**config.mk**
```make
export PLATFORM = sky130hd
export DESIGN_NAME = ddr_io_register_cell
export DESIGN_NICKNAME = d
export VERILOG_FILES = /design/src/common/ddr_cell_pkg.sv /design/src/hdl/ddr_pair_fifo.sv /design/src/hdl/ddr_io_register_cell.sv
export SDC_FILE = /design/constraint.sdc
export NUM_CORES = 1
export LEC_CHECK = 0
export BUFFER_PORTS_ARGS = -buffer_cell sky130_fd_sc_hd__buf_2
export CORE_MARGIN = 2
export CORE_UTILIZATION = 35
export DETAILED_ROUTE_END_ITERATION = 12
export PLACE_DENSITY = 0.53
export SYNTH_ARGS = -nofsm -noshare
export SYNTH_HDL_FRONTEND = slang
export SYNTH_SLANG_ARGS = --single-unit
```
**constraint.sdc**
```tcl
create_clock -name I_CLK_SYS -period 3.2 [get_ports I_CLK_SYS]
set_input_delay 0.64 -clock I_CLK_SYS [delete_from_list [all_inputs] [get_ports I_CLK_SYS]]
set_output_delay 0.64 -clock I_CLK_SYS [all_outputs]
set_load 0.02 [all_outputs]
```
**src/common/ddr_cell_pkg.sv**
```systemverilog
// Shared constants and carrier types for the double-rate pin cell.
// Assumes a 25 MHz system clock that oversamples the I/O clock and strobe.
package ddr_cell_pkg;

  // Mode selection
  typedef enum logic [1:0] {
    MODE_IDLE  = 2'b00,
    MODE_INPUT = 2'b01,
    MODE_OUTPUT = 2'b10,
    MODE_BIDIR = 2'b11
  } ddr_mode_t;

  // Per-signal polarity inversion flags at the pin cell
  typedef struct packed {
    logic pad_in;
    logic out_hi;
    logic out_lo;
    logic oe;
    logic ce_out;
    logic sclr;
  } inv_sel_t;

  // Documented group widths and rates
  localparam int DQ_WIDTH_X8 = 8;
  localparam int DQ_WIDTH_X16 = 16;
  localparam int DQ_WIDTH_X32 = 32;
  localparam int DDR_MAX_CLK_MHZ = 200;
  localparam int DDR_PIN_MBPS = 2 * DDR_MAX_CLK_MHZ;
  localparam int SYS_CLK_MHZ = 25;
  localparam int CELL_REG_COUNT = 6;

  // Buffer shape
  localparam int FIFO_DEPTH = 16;
  localparam int SYNC_STAGES = 2;

  // Reset and preset values
  localparam logic RST_VAL = 1'b0;
  localparam logic PRESET_VAL = 1'b1;

endpackage

```
**src/hdl/ddr_pair_fifo.sv**
```systemverilog
// Flip-flop FIFO with valid/ready on both sides.
// Assumes one clock and an active-low asynchronous reset.
module ddr_pair_fifo
  import ddr_cell_pkg::*;
#(
  parameter int WIDTH = 16,
  parameter int DEPTH = 16
)
(
  input wire logic clk,
  input wire logic rst_b,
  input wire logic i_wr_valid,
  output logic o_wr_ready,
  input wire logic [WIDTH-1:0] i_wr_data,
  output logic o_rd_valid,
  input wire logic i_rd_ready,
  output logic [WIDTH-1:0] o_rd_data
);

  localparam int AW = $clog2(DEPTH);

  logic [WIDTH-1:0] mem_reg [DEPTH];
  logic [AW-1:0] wr_ptr_reg, wr_ptr_next;
  logic [AW-1:0] rd_ptr_reg, rd_ptr_next;
  logic [AW:0] count_reg, count_next;
  logic do_wr, do_rd;

  // Honest full and empty from the fill count
  assign o_wr_ready = (count_reg != (AW+1)'(DEPTH));
  assign o_rd_valid = (count_reg != '0);
  assign do_wr = i_wr_valid && o_wr_ready;
  assign do_rd = o_rd_valid && i_rd_ready;
  assign o_rd_data = mem_reg[rd_ptr_reg];

  // Pointer and count update
  always_comb
  begin
    wr_ptr_next = wr_ptr_reg;
    rd_ptr_next = rd_ptr_reg;
    count_next = count_reg;
    if (do_wr)
    begin
      wr_ptr_next = (wr_ptr_reg == AW'(DEPTH-1)) ? '0 : wr_ptr_reg + 1'b1;
    end
    if (do_rd)
    begin
      rd_ptr_next = (rd_ptr_reg == AW'(DEPTH-1)) ? '0 : rd_ptr_reg + 1'b1;
    end
    if (do_wr && !do_rd)
    begin
      count_next = count_reg + 1'b1;
    end
    else if (do_rd && !do_wr)
    begin
      count_next = count_reg - 1'b1;
    end
  end

  always_ff @(posedge clk or negedge rst_b)
  begin
    if (!rst_b)
    begin
      wr_ptr_reg <= '0;
      rd_ptr_reg <= '0;
      count_reg <= '0;
    end
    else
    begin
      wr_ptr_reg <= wr_ptr_next;
      rd_ptr_reg <= rd_ptr_next;
      count_reg <= count_next;
    end
  end

  // Storage has no reset; only written words are ever read
  always_ff @(posedge clk)
  begin
    if (do_wr)
    begin
      mem_reg[wr_ptr_reg] <= i_wr_data;
    end
  end

endmodule

```
**src/hdl/ddr_io_register_cell.sv**
```systemverilog
// Double-rate pin cell group: input capture, output launch, output enable.
// Assumes the I/O clock, strobe and pads are asynchronous to I_CLK_SYS,
// which runs fast enough to see every phase of them.
module ddr_io_register_cell
  import ddr_cell_pkg::*;
#(
  parameter int DQ_WIDTH = DQ_WIDTH_X8,
  parameter int BUF_DEPTH = FIFO_DEPTH
)
(
  input wire logic I_CLK_SYS,
  input wire logic I_RST_B,
  input wire logic I_IO_CLK,
  input wire logic I_DQS,
  input wire logic [1:0] I_MODE,
  input wire logic I_SIDE_BANK,
  input wire logic I_OE_ACT_LOW,
  input wire logic I_PRESET_SEL,
  input wire inv_sel_t I_INV,
  input wire logic I_SCLR,
  input wire logic I_CE_OUT,
  input wire logic I_OE,
  input wire logic [DQ_WIDTH-1:0] I_OUT_HI,
  input wire logic [DQ_WIDTH-1:0] I_OUT_LO,
  input wire logic [DQ_WIDTH-1:0] I_PAD_IN,
  output logic [DQ_WIDTH-1:0] O_PAD_OUT,
  output logic [DQ_WIDTH-1:0] O_PAD_OE,
  output logic O_RD_VALID,
  input wire logic I_RD_READY,
  output logic [DQ_WIDTH-1:0] O_RD_HI,
  output logic [DQ_WIDTH-1:0] O_RD_LO,
  output logic O_OVERRUN
);

  // Group width must be one of the strobe-group sizes
  localparam bit WIDTH_OK = (DQ_WIDTH == DQ_WIDTH_X8) ||
                            (DQ_WIDTH == DQ_WIDTH_X16) ||
                            (DQ_WIDTH == DQ_WIDTH_X32);
  localparam int PW = 2 * DQ_WIDTH;

  ddr_mode_t mode;
  logic in_en, out_en, bidir;

  // Synchroniser chains for pins and the two clocks
  logic [DQ_WIDTH-1:0] pad_s1_reg, pad_s2_reg;
  logic ioclk_s1_reg, ioclk_s2_reg, ioclk_d_reg;
  logic dqs_s1_reg, dqs_s2_reg, dqs_d_reg;

  logic io_rise, io_fall, io_high;
  logic cap_rise, cap_fall, cap_high;
  logic [DQ_WIDTH-1:0] pad_val;
  logic sclr_eff, ce_eff, oe_in;
  logic [DQ_WIDTH-1:0] hi_in, lo_in;
  logic [DQ_WIDTH-1:0] clr_val;

  // The six cell registers plus the input latch
  logic [DQ_WIDTH-1:0] in_rise_reg, in_rise_next;
  logic [DQ_WIDTH-1:0] in_fall_reg, in_fall_next;
  logic [DQ_WIDTH-1:0] latch_reg, latch_next;
  logic [DQ_WIDTH-1:0] out_hi_reg, out_hi_next;
  logic [DQ_WIDTH-1:0] out_lo_reg, out_lo_next;
  logic oe_rise_reg, oe_rise_next;
  logic oe_fall_reg, oe_fall_next;
  logic push_reg, push_next;
  logic overrun_reg, overrun_next;
  logic [DQ_WIDTH-1:0] pad_out_reg, pad_out_next;
  logic pad_oe_reg, pad_oe_next;

  logic fifo_ready;
  logic [PW-1:0] fifo_rd_data;
  logic oe_sel, oe_act;

  // Mode decode; bidirectional mode enables both paths and selects the falling-edge enable register
  assign mode = ddr_mode_t'(I_MODE);
  assign bidir = (mode == MODE_BIDIR);
  assign in_en = (mode == MODE_INPUT) || bidir;
  assign out_en = (mode == MODE_OUTPUT) || bidir;

  // Two-flop synchronisers; first stage feeds only the second
  always_ff @(posedge I_CLK_SYS or negedge I_RST_B)
  begin
    if (!I_RST_B)
    begin
      pad_s1_reg <= '0;
      pad_s2_reg <= '0;
      ioclk_s1_reg <= 1'b0;
      ioclk_s2_reg <= 1'b0;
      ioclk_d_reg <= 1'b0;
      dqs_s1_reg <= 1'b0;
      dqs_s2_reg <= 1'b0;
      dqs_d_reg <= 1'b0;
    end
    else
    begin
      pad_s1_reg <= I_PAD_IN;
      pad_s2_reg <= pad_s1_reg;
      ioclk_s1_reg <= I_IO_CLK;
      ioclk_s2_reg <= ioclk_s1_reg;
      ioclk_d_reg <= ioclk_s2_reg;
      dqs_s1_reg <= I_DQS;
      dqs_s2_reg <= dqs_s1_reg;
      dqs_d_reg <= dqs_s2_reg;
    end
  end

  // Edge detection on the synchronised clocks
  assign io_rise = ioclk_s2_reg && !ioclk_d_reg;
  assign io_fall = !ioclk_s2_reg && ioclk_d_reg;
  assign io_high = ioclk_s2_reg;

  // Side banks have no strobe path: the strobe is ignored there
  always_comb
  begin
    if (I_SIDE_BANK)
    begin
      cap_rise = io_rise;
      cap_fall = io_fall;
      cap_high = io_high;
    end
    else
    begin
      cap_rise = dqs_s2_reg && !dqs_d_reg;
      cap_fall = !dqs_s2_reg && dqs_d_reg;
      cap_high = dqs_s2_reg;
    end
  end

  // Optional inversion of the pad input, both output data inputs, enable, clock enable and clear
  assign pad_val = pad_s2_reg ^ {DQ_WIDTH{I_INV.pad_in}};
  assign hi_in = I_OUT_HI ^ {DQ_WIDTH{I_INV.out_hi}};
  assign lo_in = I_OUT_LO ^ {DQ_WIDTH{I_INV.out_lo}};
  assign oe_in = I_OE ^ I_INV.oe;
  assign ce_eff = I_CE_OUT ^ I_INV.ce_out;
  assign sclr_eff = I_SCLR ^ I_INV.sclr;

  // One clear-or-preset value shared by the six cell registers and the input latch
  assign clr_val = {DQ_WIDTH{I_PRESET_SEL ? PRESET_VAL : RST_VAL}};

  // Input path: rising and falling capture plus the clock-high latch
  always_comb
  begin
    in_rise_next = in_rise_reg;
    in_fall_next = in_fall_reg;
    latch_next = latch_reg;
    push_next = 1'b0;
    if (sclr_eff)
    begin
      in_rise_next = clr_val;
      in_fall_next = clr_val;
      latch_next = clr_val;
    end
    else if (in_en)
    begin
      if (cap_rise)
      begin
        in_rise_next = pad_val;
      end
      if (cap_high)
      begin
        latch_next = in_rise_reg;
      end
      if (cap_fall)
      begin
        in_fall_next = pad_val;
        push_next = 1'b1;
      end
    end
  end

  // Output path: data and rising-edge enable load on rising edges when enabled; falling-edge enable follows on falling edges
  always_comb
  begin
    out_hi_next = out_hi_reg;
    out_lo_next = out_lo_reg;
    oe_rise_next = oe_rise_reg;
    oe_fall_next = oe_fall_reg;
    if (sclr_eff)
    begin
      out_hi_next = clr_val;
      out_lo_next = clr_val;
      oe_rise_next = clr_val[0];
      oe_fall_next = clr_val[0];
    end
    else
    begin
      if (io_rise && ce_eff)
      begin
        out_hi_next = hi_in;
        out_lo_next = lo_in;
        oe_rise_next = oe_in;
      end
      if (io_fall)
      begin
        oe_fall_next = oe_rise_reg;
      end
    end
  end

  // Bidirectional drive waits for the falling-edge enable register
  assign oe_sel = bidir ? oe_fall_reg : oe_rise_reg;
  // Enable polarity default high, optionally low
  assign oe_act = out_en && (I_OE_ACT_LOW ? !oe_sel : oe_sel);

  // Pin mux: first bit while the clock is high, second while low
  always_comb
  begin
    pad_out_next = io_high ? out_hi_reg : out_lo_reg;
    pad_oe_next = oe_act;
    if (!oe_act)
    begin
      pad_out_next = '0;
    end
  end

  // Overrun: the pin cannot be stalled, so a full buffer drops a pair
  always_comb
  begin
    overrun_next = overrun_reg;
    if (push_reg && !fifo_ready)
    begin
      overrun_next = 1'b1;
    end
    else if (sclr_eff)
    begin
      overrun_next = 1'b0;
    end
  end

  // Register stage for all cell state
  always_ff @(posedge I_CLK_SYS or negedge I_RST_B)
  begin
    if (!I_RST_B)
    begin
      in_rise_reg <= '0;
      in_fall_reg <= '0;
      latch_reg <= '0;
      out_hi_reg <= '0;
      out_lo_reg <= '0;
      oe_rise_reg <= 1'b0;
      oe_fall_reg <= 1'b0;
      push_reg <= 1'b0;
      overrun_reg <= 1'b0;
      pad_out_reg <= '0;
      pad_oe_reg <= 1'b0;
    end
    else
    begin
      in_rise_reg <= in_rise_next;
      in_fall_reg <= in_fall_next;
      latch_reg <= latch_next;
      out_hi_reg <= out_hi_next;
      out_lo_reg <= out_lo_next;
      oe_rise_reg <= oe_rise_next;
      oe_fall_reg <= oe_fall_next;
      push_reg <= push_next;
      overrun_reg <= overrun_next;
      pad_out_reg <= pad_out_next;
      pad_oe_reg <= pad_oe_next;
    end
  end

  // Every pin of the group shares the one enable and clock mux
  assign O_PAD_OUT = pad_out_reg;
  assign O_PAD_OE = {DQ_WIDTH{pad_oe_reg}};
  assign O_OVERRUN = overrun_reg;

  // Pair buffer: latched rising bit and falling bit, one entry per period
  ddr_pair_fifo #(
    .WIDTH(PW),
    .DEPTH(BUF_DEPTH)
  ) u_pair_fifo (
    .clk(I_CLK_SYS),
    .rst_b(I_RST_B),
    .i_wr_valid(push_reg && WIDTH_OK),
    .o_wr_ready(fifo_ready),
    .i_wr_data({latch_reg, in_fall_reg}),
    .o_rd_valid(O_RD_VALID),
    .i_rd_ready(I_RD_READY),
    .o_rd_data(fifo_rd_data)
  );

  // Fabric side sees both bits of a period together
  assign O_RD_HI = fifo_rd_data[PW-1:DQ_WIDTH];
  assign O_RD_LO = fifo_rd_data[DQ_WIDTH-1:0];

endmodule

```
==> results.sh, run 1 <==
export IMPL_synth_most_common_cell="edfxtp_1"
export IMPL_crit_path_end_kind="primary output"
export IMPL_wl_met2_mm=14.8
export IMPL_synth_seq_cells=344
export IMPL_slew_headroom_pct=25.1
export IMPL_crit_required_ns=2.56
export IMPL_clk_path_buf_depth=3
export IMPL_cts_hold_buf=0
export IMPL_drive_gt1_share_pct=26.8
export IMPL_insertion_delay_ns=0.55
export IMPL_ant_nets=0
export IMPL_reg2reg_slack_ns=0.52
export IMPL_setup_tns_final_ns=0
export IMPL_grt_max_degree=63
export IMPL_rows=73
export IMPL_gp_congestion=0.719
export IMPL_die_h_microns=204
export IMPL_post_route_drc_count=0
export IMPL_wl_met1_mm=14.2
export IMPL_endpoint="O_RD_HI[0]"
export IMPL_post_route_util_pct=41.4
export IMPL_drv_cap=0
export IMPL_reg2reg_from="u_pair_fifo.count_reg[1]$_DFFE_PN0P_"
export IMPL_dieArea_sq_mm=0.0414
export IMPL_synth_seq_area_share_pct=70.9
export IMPL_ir_drop_mv=0.448
export IMPL_clk_pin_slew_ns=0.06
export IMPL_grt_usage_pct=15.4
export IMPL_hold_viol=0
export IMPL_io_buffer_count=76
export IMPL_wl_per_cell_microns=21.0
export IMPL_path_class="reg -> out"
export IMPL_netlist_area_leader_share_pct=55.1
export IMPL_vias=7280
export IMPL_power_density_mw_per_mm2=846
export IMPL_final_setup_skew_ns=0.0171
export IMPL_ys_warn_count=0
export IMPL_areaGrowthSynthToFinish_pct=17.6
export IMPL_synth_fp_nets=874
export IMPL_synth_top_area_cell="edfxtp_1"
export IMPL_fin_crit_ns=3.05
export IMPL_grt_pass1_wl_mm=47.1
export IMPL_hp_class="in -> async"
export IMPL_async_flop_share_pct=25.6
export IMPL_rsz0062_at_grt="false"
export IMPL_cts_tree="built"
export IMPL_drtIter0Drc=534
export IMPL_synthCells=821
export IMPL_ioPinCount=77
export IMPL_synth_edff_count=256
export IMPL_wl_met3_mm=1.27
export IMPL_synth_area_top_cells="edfxtp_1, dfrtp_1, mux2i_1, mux4_2, a221oi_2"
export IMPL_ys_top_cells_by_count="edfxtp_1, mux2i_1, dfrtp_1, nor2_1, o21ai_0"
export IMPL_status="finished clean"
export IMPL_cp_startpoint="u_pair_fifo.rd_ptr_reg[0]$_DFFE_PN0P_"
export IMPL_drtPass1Iterations=5
export IMPL_tightest_slew_ns=1.12
export IMPL_core_area_sq_mm=0.0395
export IMPL_cp_start_kind="flop"
export IMPL_numCtsBuffers=38
export IMPL_start_util_pct=35.2
export IMPL_top_layer_used="met4"
export IMPL_final_nets=975
export IMPL_crit_fanout=26
export IMPL_min_period_over_period_pct=95.2
export IMPL_via_per_inst=4.93
export IMPL_htree_levels=2
export IMPL_setup_violations=0
export IMPL_place_hpwl_mm=18.6
export IMPL_antenna_found_initial=0
export IMPL_finalPower_w=0.0139
export IMPL_r2r_end="u_pair_fifo.count_reg[4]$_DFFE_PN0P_"
export IMPL_cp_arrival_ns=2.41
export IMPL_r2r_cells=10
export IMPL_yosys_most_used_dff="edfxtp_1"
export IMPL_wl_mm=31.1
export IMPL_synth_distinct_cells=43
export IMPL_drv_slew=0
export IMPL_cts_root_buf="clkbuf_16"
export IMPL_largest_reg_flops=256
export IMPL_overflow=0
export IMPL_p_leak_nw=6.12
export IMPL_fmax_mhz=328
export IMPL_grt_pass1_vias=7495
export IMPL_avgSynthCellArea_sq_um=17.0
export IMPL_clock_sinks=344
export IMPL_chipWidth_microns=204
export IMPL_syn_area_sq_mm=0.0139
[cells by family (layout without fill, tap and decap cells)]
group / after synthesis / count (layout) / synth area share (%)
compound gates: 144 / 144 / 7.82
xor+xnor: 35 / 35 / 2.25
fa+ha+maj: 10 / 10 / 0.951
buf+inv: 62 / 193 / 2.66
flops: 344 / 344 / 70.9
mux: 133 / 133 / 12.4
other cells: 0 / 1 / 0
simple gates: 93 / 93 / 2.94
[power by group]
| group | switching (W) | total (W) | internal [W] | leakage (nW) |
|---|---|---|---|---|
| logic | 0.00220 | 0.00379 | 0.00159 | 2.14 |
| clock network | 0.00176 | 0.00456 | 0.00280 | 0.631 |
| registers | 0.000350 | 0.00552 | 0.00517 | 3.35 |
| total | 0.00432 | 0.0139 | 0.00955 | 6.12 |
[metrics by stage]
step,std cells,worst slack [ns],hold slack [ns],instance area [sq um]
after floorplan,821,0.657,0.331,13900
after global placement,1402,0.626,0.332,15000
after detailed placement,1402,0.537,0.335,15000
after CTS,1472,0.0405,0.169,16300
after global routing,1477,0.0211,0.175,16400
final,1478,0.153,0.185,16400
[cell type report]
| type | instances | area, sq um |
|---|---|---|
| Antenna cell | 1 | 2.50 |
| Clock inverter | 23 | 317 |
| Tap cell | 525 | 657 |
| Fill cell | 3572 | 23200 |
| Inverter | 9 | 33.8 |
| Sequential cell | 344 | 9890 |
| Clock buffer | 47 | 995 |
| Timing Repair Buffer | 114 | 756 |
| Multi-Input combinational cell | 415 | 3740 |
[cell usage in the layout (no fill, tap or decap), types with 2 or more instances in the layout]
cell,netlist,layout
xor2_1,27,27
o21ai_2,1,2
nor2_2,0,11
o21ai_1,21,20
clkinv_1,0,6
nor2_1,42,31
nor3_2,0,4
bufinv_16,0,7
nand3_1,4,4
a221oi_2,28,28
clkbuf_16,0,39
mux4_2,32,32
inv_6,0,2
clkbuf_1,12,8
edfxtp_1,256,256
a221oi_1,4,4
a21o_1,4,4
clkinvlp_4,0,2
buf_4,14,33
mux2i_1,99,99
buf_2,12,75
ha_1,9,9
inv_1,9,9
dfrtp_1,88,87
o21ai_0,36,36
clkinv_2,0,3
nand2_1,29,29
xnor2_1,7,7
nand2b_1,6,6
a21oi_1,28,28
a22oi_1,17,17
buf_12,0,4
[layer usage]
layer | vias to the layer above | track usage (%)
met1 | 3694 | 20.8
met3 | 45 | 2.73
li1 | 3381 | -
met2 | 160 | 25.2
met4 | 0 | 5.16
met5 | - | 0
[critical path, cell delays in order, from the launching register on]
cell	delay (ns)
dfrtp_4	0.54
buf_12	0.26
mux4_2	0.52
a22oi_1	0.19
nand2_1	0.14
buf_2	0.19
[worst min-delay path by stage]
| stage | from | end | slack (ns) | cells after the start |
|---|---|---|---|---|
| after global placement | pad_s1_reg[4]$_DFF_PN0_ | pad_s2_reg[4]$_DFF_PN0_ | 0.33 | 0 |
| after floorplan | dqs_s1_reg$_DFF_PN0_ | dqs_s2_reg$_DFF_PN0_ | 0.33 | 0 |
| after global routing | I_DQS | dqs_s1_reg$_DFF_PN0_ | 0.17 | 1 |
| after detailed placement | pad_s1_reg[0]$_DFF_PN0_ | pad_s2_reg[0]$_DFF_PN0_ | 0.33 | 0 |
| final | I_RST_B | pad_s1_reg[4]$_DFF_PN0_ | 0.19 | 1 |
| after CTS | I_DQS | dqs_s1_reg$_DFF_PN0_ | 0.17 | 1 |
[what timing repair did]
action,in CTS,in global routing
resized for setup,0,1
setup buffers,0,4
setup endpoints to repair,0,9
Power figures use the tool's default switching activity.
==> run 2, diff against run 1 <==
--- a/config.mk
+++ b/config.mk
@@ -6,10 +6,12 @@
 export NUM_CORES = 1
 export LEC_CHECK = 0
 export BUFFER_PORTS_ARGS = -buffer_cell sky130_fd_sc_hd__buf_2
+export CELL_PAD_IN_SITES_DETAIL_PLACEMENT = 1
+export CELL_PAD_IN_SITES_GLOBAL_PLACEMENT = 2
 export CORE_MARGIN = 2
 export CORE_UTILIZATION = 35
 export DETAILED_ROUTE_END_ITERATION = 12
-export PLACE_DENSITY = 0.53
+export PLACE_DENSITY = 0.65
 export SYNTH_ARGS = -nofsm -noshare
 export SYNTH_HDL_FRONTEND = slang
 export SYNTH_SLANG_ARGS = --single-unit
==> results.sh, run 2 (synthesis gave the netlist of run 1 again) <==
export IMPL_clk_pin_slew_ns=0.06
export IMPL_largest_reg_flops=256
export IMPL_antenna_cells=0
export IMPL_wl_met2_mm=16.4
export IMPL_rows=73
export IMPL_min_period_over_period_pct=97.0
export IMPL_grt_max_degree=54
export IMPL_cts_hold_buf=0
export IMPL_ir_drop_mv=0.379
export IMPL_fmax_mhz=322
export IMPL_vias=7457
export IMPL_gp_congestion=0.703
export IMPL_reg2reg_from="u_pair_fifo.count_reg[1]$_DFFE_PN0P_"
export IMPL_final_setup_skew_ns=0.0232
export IMPL_swShare_pct=31.5
export IMPL_p_leak_nw=6.13
export IMPL_drtPass1Iterations=4
export IMPL_mostFrequentLayoutCell="edfxtp_1"
export IMPL_setup_ws_ns=0.0961
export IMPL_setup_tns_final_ns=0
export IMPL_p_sw_w=0.00434
export IMPL_final_nets=979
export IMPL_wl_mm=32.9
export IMPL_cp_arrival_ns=2.46
export IMPL_hold_ws_ns=0.175
export IMPL_antenna_found_initial=0
export IMPL_status="finished clean"
export IMPL_via_per_inst=5.04
export IMPL_r2r_cells=10
export IMPL_htree_levels=2
export IMPL_post_place_ws_ns=0.540
export IMPL_grt_pass1_wl_mm=50.9
export IMPL_drtIter0Drc=429
export IMPL_nFillCells=3914
export IMPL_ant_nets=0
export IMPL_crit_required_ns=2.56
export IMPL_crit_path_end_kind="primary output"
export IMPL_hp_class="in -> async"
export IMPL_ioPinCount=77
export IMPL_dieArea_sq_mm=0.0414
export IMPL_top_layer_used="met4"
export IMPL_io_buffer_count=76
export IMPL_cp_start_kind="flop"
export IMPL_clk_path_buf_depth=3
export IMPL_grt_pass1_vias=8151
export IMPL_grt_usage_pct=16.5
export IMPL_drive_gt1_share_pct=27.7
export IMPL_crit_fanout=31
export IMPL_pwr_share_clk_pct=32.1
export IMPL_die_h_microns=204
export IMPL_wl_per_cell_microns=22.2
export IMPL_areaGrowthSynthToFinish_pct=17.5
export IMPL_r2r_end="u_pair_fifo.count_reg[4]$_DFFE_PN0P_"
export IMPL_chipWidth_microns=204
export IMPL_cp_startpoint="u_pair_fifo.rd_ptr_reg[0]$_DFFE_PN0P_"
export IMPL_reg2reg_slack_ns=0.56
export IMPL_finalPower_w=0.0138
export IMPL_insertion_delay_ns=0.54
export IMPL_start_util_pct=35.2
export IMPL_power_density_mw_per_mm2=839
export IMPL_overflow=0
export IMPL_cts_root_buf="clkbuf_16"
export IMPL_path_class="reg -> out"
export IMPL_p_seq_share_pct=40.2
export IMPL_fin_crit_ns=3.10
export IMPL_cts_tree="built"
export IMPL_place_hpwl_mm=19.7
export IMPL_core_area_sq_mm=0.0395
export IMPL_setup_violations=0
export IMPL_place_area_sq_mm=0.0150
export IMPL_final_area_sq_mm=0.0164
export IMPL_tightest_slew_ns=1.10
export IMPL_p_int_w=0.00942
export IMPL_wl_met1_mm=14.3
export IMPL_post_route_drc_count=0
export IMPL_drv_slew=0
export IMPL_clock_sinks=344
export IMPL_combPwrFrac_pct=27.7
export IMPL_wl_met3_mm=1.55
export IMPL_mostFrequentLayoutCells="edfxtp_1, mux2i_1, dfrtp_1"
export IMPL_numCtsBuffers=39
export IMPL_drv_cap=0
export IMPL_hold_viol=0
export IMPL_slew_headroom_pct=26.6
export IMPL_endpoint="O_RD_HI[0]"
==> run 2: cell types whose count changed in the layout (fill, tap and decap cells not counted), moves of 2 or more <==
cell	previous run	this run
clkinv_1	6	3
buf_4	33	37
clkinv_2	3	7
bufinv_16	7	3
a221oi_1	4	1
buf_12	4	2
clkbuf_8	1	5
a221oi_2	28	31
==> run 2: worst max-delay path, stage by stage (launching register included) <==
cell	delay, ns
dfrtp_4	0.56
buf_16	0.28
buf_4	0.22
mux2i_1	0.28
a221oi_2	0.10
a22oi_1	0.21
nand2_1	0.10
buf_2	0.17
==> run 2: how the worst min path moves through the flow <==
stage	start	endpoint	slack, ns	cells after the start
final	I_RST_B	out_lo_reg[2]$_DFFE_PN0P_	0.17	1
after global routing	I_PAD_IN[2]	pad_s1_reg[2]$_DFF_PN0_	0.19	1
after CTS	I_RST_B	pad_s2_reg[4]$_DFF_PN0_	0.18	1
after detailed placement	pad_s1_reg[5]$_DFF_PN0_	pad_s2_reg[5]$_DFF_PN0_	0.34	0
after global placement	pad_s1_reg[6]$_DFF_PN0_	pad_s2_reg[6]$_DFF_PN0_	0.33	0
after floorplan	dqs_s1_reg$_DFF_PN0_	dqs_s2_reg$_DFF_PN0_	0.33	0
==> run 2: layout make-up <==
class	count	area (sq um)	area share (%)
Tap cell	525	657	4.01
Clock inverter	17	178	1.08
Inverter	9	33.8	0.206
Multi-Input combinational cell	415	3760	22.9
Sequential cell	344	9890	60.4
Timing Repair Buffer	117	759	4.64
Clock buffer	54	1100	6.74
==> run 2: layer usage <==
metal  GRT usage [%]  vias to the layer above
met2            28.2                      164
met5               0                        -
met4            4.82                        0
met3            2.32                       43
li1                -                     3375
met1            21.9                     3875
==> run 2: power groups by stage <==
stage | Clock [W] | Sequential [W] | Combinational (W)
2_1_floorplan | 0 | 0.00545 | 0.00277
3_3_place_gp | 0 | 0.00561 | 0.00376
3_5_place_dp | 0 | 0.00563 | 0.00379
4_1_cts | 0.00454 | 0.00554 | 0.00381
5_1_grt | 0.00469 | 0.00558 | 0.00415
6_report | 0.00442 | 0.00553 | 0.00381
==> run 2: metrics by stage <==
step / std cells / util (%)
floorplan: 821 / -
global placement: 1406 / 38.0
detailed placement: 1406 / 38.0
CTS: 1477 / 41.3
global route: 1481 / 41.4
finish: 1481 / 41.4
==> run 2: timing repair <==
item | in CTS | in global routing
buffers inserted | 0 | 4
gates resized for setup | 0 | 6
setup endpoints to repair | 0 | 11
==> run 3, diff against run 2 <==
--- a/config.mk
+++ b/config.mk
@@ -11,7 +11,8 @@
 export CORE_MARGIN = 2
 export CORE_UTILIZATION = 35
 export DETAILED_ROUTE_END_ITERATION = 12
-export PLACE_DENSITY = 0.65
+export GPL_ROUTABILITY_DRIVEN = 0
+export PLACE_DENSITY = 0.71
 export SYNTH_ARGS = -nofsm -noshare
 export SYNTH_HDL_FRONTEND = slang
 export SYNTH_SLANG_ARGS = --single-unit
==> results.sh, run 3 (synthesis gave the netlist of run 1 again) <==
export IMPL_rows=73
export IMPL_drive_gt1_share_pct=25.5
export IMPL_tightest_slew_ns=1.14
export IMPL_min_period_over_period_pct=96.3
export IMPL_place_hpwl_mm=19.5
export IMPL_critical_path_max_stage_delay_ns=0.58
export IMPL_grt_usage_pct=15.8
export IMPL_pwr_share_clk_pct=30.0
export IMPL_wl_mm=31.8
export IMPL_drv_cap=0
export IMPL_status="finished clean"
export IMPL_dieArea_sq_mm=0.0414
export IMPL_wl_met3_mm=1.43
export IMPL_seq_area_sq_mm=0.00989
export IMPL_via_per_inst=5.00
export IMPL_start_util_pct=35.2
export IMPL_p_sw_w=0.00421
export IMPL_top_layer_used="met4"
export IMPL_mostFrequentLayoutCell="edfxtp_1"
export IMPL_antenna_cells=0
export IMPL_cts_root_buf="clkbuf_16"
export IMPL_p_seq_share_pct=41.8
export IMPL_fmax_mhz=325
export IMPL_p_leak_nw=6.05
export IMPL_drtPass1Iterations=4
export IMPL_combPwrFrac_pct=28.3
export IMPL_fin_crit_ns=3.08
export IMPL_wl_met2_mm=15.4
export IMPL_setup_violations=0
export IMPL_overflow=0
export IMPL_ant_nets=0
export IMPL_cts_tree="built"
export IMPL_reg2reg_slack_ns=0.39
export IMPL_multiInputGateArea_sq_mm=0.00372
export IMPL_wl_met1_mm=14.3
export IMPL_final_nets=979
export IMPL_setup_tns_final_ns=0
export IMPL_rsz0062_at_grt="false"
export IMPL_cp_arrival_ns=2.44
export IMPL_antenna_found_initial=0
export IMPL_crit_buf_inv=3
export IMPL_crit_fanout=10
export IMPL_drv_slew=0
export IMPL_place_area_sq_mm=0.0150
export IMPL_nFillCells=3898
export IMPL_grt_pass1_wl_mm=49.2
export IMPL_core_area_sq_mm=0.0395
export IMPL_io_buffer_count=76
export IMPL_vias=7401
export IMPL_hold_viol=0
export IMPL_largest_reg_flops=256
export IMPL_grt_pass1_vias=7870
export IMPL_post_route_drc_count=0
export IMPL_numCtsBuffers=37
export IMPL_grt_max_degree=49
export IMPL_insertion_delay_ns=0.54
export IMPL_wl_per_cell_microns=21.5
export IMPL_cts_hold_buf=0
export IMPL_crit_family="compound AO/OA/AOI/OAI gates"
export IMPL_ioPinCount=77
export IMPL_ir_drop_mv=0.431
export IMPL_slew_headroom_pct=24.1
export IMPL_crit_path_end_kind="primary output"
export IMPL_crit_required_ns=2.56
export IMPL_clk_pin_slew_ns=0.06
export IMPL_cp_slowest_cell="dfrtp_4"
export IMPL_cp_start_kind="flop"
export IMPL_swShare_pct=31.8
export IMPL_p_int_w=0.00902
export IMPL_final_area_sq_mm=0.0162
export IMPL_drtIter0Drc=376
export IMPL_htree_levels=2
export IMPL_hp_class="in -> async"
export IMPL_die_h_microns=204
export IMPL_chipWidth_microns=204
export IMPL_path_cells="buf_6, buf_4, mux2i_1, a221oi_1, a22oi_1, nand2_1, buf_2"
export IMPL_mostFrequentLayoutCells="edfxtp_1, mux2i_1, dfrtp_1"
export IMPL_power_density_mw_per_mm2=817
export IMPL_path_class="reg -> out"
export IMPL_areaGrowthSynthToFinish_pct=16.2
export IMPL_clock_sinks=344
export IMPL_final_setup_skew_ns=0.0229
export IMPL_clk_path_buf_depth=3
-- run 3: changes by cell type in the layout (fill, tap and decap cells not counted), sizes merged --
cell	delta
buf	+2
bufinv	-2
clkbuf	-6
clkinv	+4
-- run 3: metrics by stage --
stage               std cells  hold WS [ns]  utilization, %  worst slack [ns]  power [W]
floorplan                 821         0.331               -             0.657    0.00821
global route             1479         0.182            41.0           0.00273     0.0139
detailed placement       1406         0.336            37.9             0.396    0.00935
CTS                      1474         0.168            40.8            0.0364     0.0134
finish                   1479         0.141            41.0             0.119     0.0132
global placement         1406         0.333            37.9             0.437    0.00929
-- run 3: path summary, 6_finish.rpt --
kind	startpoint	end	depth (start not counted)
max in group asynchronous	I_RST_B	O_PAD_OUT[3]$_DFF_PN0_	2
worst max register to register	u_pair_fifo.count_reg[1]$_DFFE_PN0P_	u_pair_fifo.count_reg[4]$_DFFE_PN0P_	10
worst max-delay path	u_pair_fifo.rd_ptr_reg[0]$_DFFE_PN0P_	O_RD_LO[0]	7
worst min register to register	pad_s1_reg[2]$_DFF_PN0_	pad_s2_reg[2]$_DFF_PN0_	0
min in group I_CLK_SYS	I_PAD_IN[7]	pad_s1_reg[7]$_DFF_PN0_	1
worst min-delay path	I_RST_B	pad_s2_reg[5]$_DFF_PN0_	1
-- run 3: repair_timing --
item / CTS / global route
buffers inserted: 1 / 5
gates resized for setup: 0 / 4
setup endpoints to repair: 7 / 5
gates cloned: 0 / 0
endpoints found under the hold margin: 0 / 0
-- run 3: routing by layer --
metal | global-route usage (%) | up-vias
li1 | - | 3383
met1 | 22.1 | 3823
met2 | 26.0 | 151
met3 | 2.14 | 44
met4 | 4.14 | 0
met5 | 0 | -
-- run 3: layout make-up --
class | instances | share of cell area [%]
Tap cell | 525 | 4.06
Clock buffer | 48 | 6.10
Sequential cell | 344 | 61.1
Timing Repair Buffer | 119 | 4.76
Clock inverter | 19 | 0.850
Multi-Input combinational cell | 415 | 23.0
Inverter | 9 | 0.209
-- run 3: power by group through the flow --
stage	sequential (W)	clock [W]	combinational [W]
after CTS	0.00555	0.00408	0.00373
final	0.00553	0.00397	0.00374
after global routing	0.00558	0.00426	0.00409
after detailed placement	0.00567	0	0.00368
after global placement	0.00565	0	0.00364
after floorplan	0.00545	0	0.00277
